==> config.mk <==
export PLATFORM = sky130hd
export DESIGN_NAME = alu8_core
export DESIGN_NICKNAME = d
export VERILOG_FILES = /design/src/core/alu8_pkg.sv /design/src/core/alu8_core.sv
export VERILOG_INCLUDE_DIRS = /design/src /design/src/core
export SDC_FILE = /design/constraint.sdc
export NUM_CORES = 1
export LEC_CHECK = 0
export BUFFER_PORTS_ARGS = -buffer_cell sky130_fd_sc_hd__buf_4
export CORE_ASPECT_RATIO = 0.9
export CORE_UTILIZATION = 52
export CTS_BUF_LIST = sky130_fd_sc_hd__clkbuf_16
export CTS_CLUSTER_DIAMETER = 100
export DETAILED_ROUTE_END_ITERATION = 8
export MAX_ROUTING_LAYER = met4
export PLACE_DENSITY = 0.75
export SLEW_MARGIN = 20
export SYNTH_ARGS = -nofsm -noshare
export SYNTH_HDL_FRONTEND = slang
export SYNTH_SLANG_ARGS = --single-unit
==> constraint.sdc <==
create_clock -name i_clk -period 3.76 [get_ports i_clk]
set_input_delay 0.376 -clock i_clk [delete_from_list [all_inputs] [get_ports i_clk]]
set_output_delay 0.376 -clock i_clk [all_outputs]
set_load 0.01 [all_outputs]
==> src/core/alu8_regs.svh <==
/*
 * Opcode field values and timing figures for the 8-bit arithmetic/logic unit.
 * Assumes it is included by bare name; holds definitions only.
 */
`ifndef ALU8_REGS_SVH
`define ALU8_REGS_SVH

// Operation field, opcode bits 5-3
`define ALU8_OP_ADD      3'h0
`define ALU8_OP_ADC      3'h1
`define ALU8_OP_SUB      3'h2
`define ALU8_OP_SBB      3'h3
`define ALU8_OP_AND      3'h4
`define ALU8_OP_XOR      3'h5
`define ALU8_OP_OR       3'h6
`define ALU8_OP_CMP      3'h7
// Group field, opcode bits 7-6, register-operand arithmetic
`define ALU8_GRP_ARITH   2'h2
// Step field, opcode bits 2-0, for plus_one / minus_one
`define ALU8_STEP_INC    3'h4
`define ALU8_STEP_DEC    3'h5
// Step target field, opcode bits 5-3, naming the accumulator itself
`define ALU8_STEP_ACC    3'h7
// Flag byte bit positions
`define ALU8_F_C         0
`define ALU8_F_N         1
`define ALU8_F_PV        2
`define ALU8_F_H         4
`define ALU8_F_Z         6
`define ALU8_F_S         7
// Reset values
`define ALU8_ACC_RST     8'h00
`define ALU8_FLAGS_RST   8'h00
// Timing of the forms, in clock states
`define ALU8_T_REG       4
`define ALU8_T_IDX_STEP  23
`define ALU8_M_IDX_STEP  6

`endif
==> src/core/alu8_pkg.sv <==
/*
 * Types for the 8-bit arithmetic/logic unit.
 * Assumes alu8_regs.svh supplies the numeric constants.
 */
`default_nettype none

package alu8_pkg;

    // Registered state of the datapath
    typedef struct packed {
        logic [7:0] acc;
        logic [7:0] flags;
        logic [7:0] step_res;
        logic       step_vld;
        logic       done;
    } alu8_state_s;

endpackage : alu8_pkg

`default_nettype wire

==> src/core/alu8_core.sv <==
/*
 * 8-bit arithmetic and logic datapath: accumulator, flag byte and the
 * plus_one / minus_one path for register or memory operands.
 * Assumes the instruction decoder presents a decoded opcode together with
 * the fetched operand and strobes i_exec for one cycle per operation;
 * operand fetch and write-back of stepped values, except to the accumulator, are done outside.
 */
// Overview of operation
// - Group 10, field 000 adds operand to accumulator; N cleared, C Z S H updated.
// - Field 001 add_with_carry, 010 subtract, 011 subtract_with_borrow, 111 compare.
// - subtract_with_borrow gives A-s-carry; subtracts set N, adds clear N.
// - Fields 100 AND, 110 OR, 101 XOR; C and N cleared; H set only for AND.
// - P/V holds parity for logic ops, overflow for arithmetic and step ops.
// - Overflow mode: P/V is 1 when the signed 8-bit result overflowed.
// - Parity mode: P/V is 1 when the result has even number of ones.
// - Step codes 100 plus_one, 101 minus_one keep carry, update Z S H V.
`timescale 1ns/10ps
`default_nettype none
`include "alu8_regs.svh"

module alu8_core (
    // Clock and reset
    input  wire logic       i_clk,
    input  wire logic       i_resetn,
    // Operation request from the decoder
    input  wire logic       i_exec,
    input  wire logic       i_step,
    input  wire logic [7:0] i_opcode,
    input  wire logic [7:0] i_operand,
    // Results
    output var  logic [7:0] o_acc,
    output var  logic [7:0] o_flags,
    output var  logic [7:0] o_step_res,
    output var  logic       o_step_vld,
    output var  logic       o_done
);

    alu8_pkg::alu8_state_s st_r;
    alu8_pkg::alu8_state_s st_nxt;

    // Even parity of a byte gives 1, as the flag wants
    function automatic logic even_par(input logic [7:0] v);
        even_par = ~(^v);
    endfunction : even_par

    // 9-bit add with carry in, half-carry and signed overflow
    logic [8:0] sum;
    logic [4:0] half;
    logic [7:0] opnd;
    logic       cin;
    logic       sub;
    logic [2:0] fld;
    logic       car;

    always_comb begin
        fld  = i_opcode[5:3];
        car  = st_r.flags[`ALU8_F_C];
        sub  = (fld == `ALU8_OP_SUB) || (fld == `ALU8_OP_SBB)
            || (fld == `ALU8_OP_CMP);
        cin  = ((fld == `ALU8_OP_ADC) || (fld == `ALU8_OP_SBB)) ? car : 1'b0;
        // Subtract as A + ~s + 1 - cin, borrow is the inverted carry out
        opnd = sub ? ~i_operand : i_operand;
        sum  = {1'b0, st_r.acc} + {1'b0, opnd} + {8'h00, (sub ? ~cin : cin)};
        half = {1'b0, st_r.acc[3:0]} + {1'b0, opnd[3:0]} + {4'h0, (sub ? ~cin : cin)};
    end

    // Plus_one / minus_one path on the operand, carry left alone
    logic [7:0] stp;
    logic       stp_dec;
    always_comb begin
        stp_dec = (i_opcode[2:0] == `ALU8_STEP_DEC);
        stp     = stp_dec ? i_operand - 8'h01 : i_operand + 8'h01;
    end

    // Next state: one operation per strobe, result visible next cycle
    always_comb begin
        logic [7:0] res;
        logic [7:0] f;
        res    = 8'h00;
        f      = st_r.flags;
        st_nxt = st_r;
        st_nxt.done     = 1'b0;
        st_nxt.step_vld = 1'b0;
        if (i_exec && i_step) begin
            f[`ALU8_F_Z]  = (stp == 8'h00);
            f[`ALU8_F_S]  = stp[7];
            f[`ALU8_F_N]  = stp_dec;
            f[`ALU8_F_H]  = stp_dec ? (i_operand[3:0] == 4'h0) : (i_operand[3:0] == 4'hf);
            f[`ALU8_F_PV] = stp_dec ? (i_operand == 8'h80) : (i_operand == 8'h7f);
            st_nxt.flags    = f;
            st_nxt.step_res = stp;
            st_nxt.step_vld = 1'b1;
            st_nxt.done     = 1'b1;
            // A step on the accumulator itself also lands there
            if (i_opcode[5:3] == `ALU8_STEP_ACC) begin
                st_nxt.acc = stp;
            end
        end else if (i_exec) begin
            case (fld)
                `ALU8_OP_AND: begin
                    res = st_r.acc & i_operand;
                    f[`ALU8_F_H] = 1'b1;
                end
                `ALU8_OP_OR: begin
                    res = st_r.acc | i_operand;
                    f[`ALU8_F_H] = 1'b0;
                end
                `ALU8_OP_XOR: begin
                    res = st_r.acc ^ i_operand;
                    f[`ALU8_F_H] = 1'b0;
                end
                default: begin
                    res = sum[7:0];
                    f[`ALU8_F_H] = sub ? ~half[4] : half[4];
                end
            endcase
            if (fld == `ALU8_OP_AND || fld == `ALU8_OP_OR || fld == `ALU8_OP_XOR) begin
                f[`ALU8_F_C]  = 1'b0;
                f[`ALU8_F_N]  = 1'b0;
                f[`ALU8_F_PV] = even_par(res);
            end else begin
                f[`ALU8_F_C]  = sub ? ~sum[8] : sum[8];
                f[`ALU8_F_N]  = sub;
                // Overflow: operands of like sign give a result of other sign
                f[`ALU8_F_PV] = (st_r.acc[7] == opnd[7]) && (res[7] != st_r.acc[7]);
            end
            f[`ALU8_F_Z] = (res == 8'h00);
            f[`ALU8_F_S] = res[7];
            st_nxt.flags = f;
            if (fld != `ALU8_OP_CMP) begin
                st_nxt.acc = res;
            end
            st_nxt.done = 1'b1;
        end
    end

    // State register
    always_ff @(posedge i_clk or negedge i_resetn) begin
        if (!i_resetn) begin
            st_r.acc      <= `ALU8_ACC_RST;
            st_r.flags    <= `ALU8_FLAGS_RST;
            st_r.step_res <= 8'h00;
            st_r.step_vld <= 1'b0;
            st_r.done     <= 1'b0;
        end else begin
            st_r <= st_nxt;
        end
    end

    // Outputs straight from the state flops
    always_comb begin
        o_acc      = st_r.acc;
        o_flags    = st_r.flags;
        o_step_res = st_r.step_res;
        o_step_vld = st_r.step_vld;
        o_done     = st_r.done;
    end

    // Assertion helpers
    logic [7:0] pa_acc;
    logic [7:0] pa_op;
    logic [7:0] pa_code;
    logic       pa_c;
    always_ff @(posedge i_clk or negedge i_resetn) begin
        if (!i_resetn) begin
            pa_acc  <= 8'h00;
            pa_op   <= 8'h00;
            pa_code <= 8'h00;
            pa_c    <= 1'b0;
        end else begin
            pa_acc  <= st_r.acc;
            pa_op   <= i_operand;
            pa_code <= i_opcode;
            pa_c    <= st_r.flags[`ALU8_F_C];
        end
    end
endmodule : alu8_core
`default_nettype wire

==> impl_metrics.json <==
{
  "core_mm2": 0.00460,
  "fin_crit_ps": 3460,
  "final_core_util_pct": 65.8,
  "synth_seq_cells": 24,
  "status": "complete, no violations",
  "post_drt_via_cell_ratio": 5.88,
  "setup_viol": 0,
  "met1_usage_pct": 37.4,
  "setup_slack_ps": 301,
  "cp_slowest_cell": "fa_1",
  "maxCapViolCount": 0,
  "rows": 23,
  "dr.first_iter.drc_count": 205,
  "p_leak_uw": 0.00142,
  "routedWlPerCell_um": 16.8,
  "io_pins": 46,
  "rsz0062_at_grt": "false",
  "cp.required_ps": 3910,
  "max_stage_delay_ps": 450,
  "p_per_area_mw_per_mm2": 577,
  "cts_setup_buffers": 0,
  "synthDistinctLibCells": 60,
  "drc": 0,
  "grt_use_total_pct": 28.9,
  "syn_area_per_cell_um2": 8.21,
  "mostFrequentLayoutCells": "buf_4 (48), ha_1 (34), nand2_1 (30), nor2_1 (30), dfrtp_1 (24)",
  "tns_ps": 0,
  "ant_nets": 0,
  "vias": 2442,
  "routabilityCongestion": 0.911,
  "synth_edf_count": 0,
  "path_clk_slew_ps": 70,
  "startpoint_type": "primary input",
  "clock_sinks": 24,
  "ys_seq_area_share_pct": 23.3,
  "portBuffers": 41,
  "cp_max_fo": 10,
  "synth_warnings": 0,
  "ys_async_sr_fraction_pct": 100,
  "grt_start_max_net_pins": 25,
  "cts_resized": 0,
  "cts_hold_buf": 0,
  "drive_gt1_share_pct": 18.4,
  "routed_wl_mm": 6.95,
  "fp.dieH_um": 68.8,
  "initial_core_util_pct": 56.0,
  "drtPass1Iterations": 4,
  "met3_usage_pct": 4.08,
  "dp_slack_ps": 67.4,
  "syn_to_final_growth_pct": 17.6,
  "diodes": 0,
  "die-area_mm2": 0.00524,
  "root_buffer": "clkbuf_16",
  "grtUsageMet2_pct": 48.8,
  "netlist_area_mm2": 0.00258,
  "slew_violations": 0,
  "peakVddDrop_uv": 362,
  "grt_pass1_wl_mm": 11.4,
  "ys.flop_type": "dfrtp_1",
  "crit_path_cell_trace": "buf_4, nand2b_2, clkinv_1, a21oi_1, o22ai_1, fa_1, fa_1, a211oi_1, o21bai_1, or4_1, nand3_1, ha_1, xnor2_1, xnor2_1, o21ai_0, o21ai_1",
  "max_slew_margin_pct": 62.4,
  "tritoncts": "built",
  "grt-busiest-layer": "met2",
  "criticalPathCategory": "primary input to flip-flop",
  "min_path_type": "primary input to asynchronous set/reset pin",
  "nets": 411,
  "overflow": 0,
  "clock_latency_ps": 260,
  "clock-skew-final_ps": 2.26,
  "die_w_um": 76.2,
  "numCtsBuffers": 3,
  "fin_crit_sh_pct": 92.0,
  "hold_violations": 0,
  "final_common_cell": "buf_4",
  "cts_max_path_buffers": 2,
  "worstPathArrival_ps": 3610,
  "worstMarginPinSlew_ps": 564,
  "dp_hpwl_mm": 5.24,
  "synth_cells": 314,
  "first_global_vias": 2289,
  "critPathCaptureType": "flip-flop",
  "h-tree-depth": 1,
  "fmax_mhz": 289,
  "antenna_found_initial": 0
}
==> cell families (layout without fill, tap and decap cells) <==
family	count (synthesis)	count (layout)	synth area share (%)
mux	3	3	1.31
flops	24	24	23.3
xor+xnor	23	23	8.11
fa+ha+maj	37	37	18.8
buf+inv	38	76	7.14
compound gates	92	92	23.8
other cells	1	2	0.145
simple gates	96	96	17.3
==> layout make-up <==
class,instances,area [um^2]
Tap cell,62,77.6
Clock inverter,1,30.0
Fill cell,416,1570
Inverter,24,90.1
Clock buffer,3,75.1
Timing Repair Buffer,48,360
Multi-Input combinational cell,253,1800
Sequential cell,24,601
==> sequential cells by signal (all words and copies together), names as in the netlist <==
register / count
o_flags: 6
o_step_vld: 1
o_done: 1
o_acc: 8
o_step_res: 8
==> report_power, final <==
| group | internal (uW) | switching (uW) | leakage (uW) |
|---|---|---|---|
| logic | 487 | 539 | 0.00108 |
| clock network | 212 | 98.5 | 0.0000511 |
| registers | 325 | 87.1 | 0.000292 |
==> Yosys cell counts (all sizes together), types with 2 or more instances <==
master   count  area, um^2
nand2       31         119
nor2b        4        25.0
a221oi       4        35.0
xnor2       18         158
o31ai        2        20.0
buf          9        67.6
dfrtp       24         601
xor2         5        51.3
a211oi       4        42.5
a21o         4        30.0
fa           3        60.1
o22ai       11        68.8
o21bai       3        22.5
nand3        7        35.0
or3          2        12.5
and2         3        18.8
a22oi        3        22.5
a21oi       20         104
nor3         3        15.0
or2          2        12.5
nor2        31         119
nand2b       3        21.3
inv         23        86.3
clkbuf       5        26.3
mux2         3        33.8
o221ai       2        17.5
o211ai       2        15.0
ha          34         425
o2bb2ai      2        17.5
o21a         2        15.0
nand4        4        25.0
o21ai       22         110
a31oi        3        18.8
==> critical path, delay by kind of cell <==
family,cells,cell delay [ps]
xor+xnor,2,260
simple gates,3,690
compound gates,6,950
buf+inv,2,220
fa+ha+maj,3,1110
==> path summary, 6_finish.rpt <==
kind	startpoint	slack, ps	cells after the start	endpoint
min in group i_clk	i_exec	340	1	o_done$_DFF_PN0_
hold / removal	i_resetn	2	1	o_acc[1]$_DFFE_PN0P_
setup reg to reg	o_flags[0]$_DFFE_PN0P_	360	13	o_flags[2]$_DFFE_PN0P_
max in group asynchronous	i_resetn	3520	1	o_flags[0]$_DFFE_PN0P_
hold reg to reg	o_step_res[5]$_DFFE_PN0P_	480	2	o_step_res[5]$_DFFE_PN0P_
setup / recovery	i_opcode[4]	300	16	o_flags[2]$_DFFE_PN0P_
==> stage by stage <==
stage	cell area (um^2)	hold WS [ps]	cells	total power [uW]
after CTS	3030	10.3	415	1740
final	3030	1.71	415	1750
after global routing	3030	21.9	415	1890
after detailed placement	2930	291	411	1420
after floorplan	2580	80.4	315	1120
after global placement	2930	289	411	1390
==> layer usage <==
metal	vias up	wire length, um
li1	1192	-
met1	1146	3080
met2	96	3290
met3	8	506
met4	0	79
met5	-	0
(Power assumes the default switching activity.)
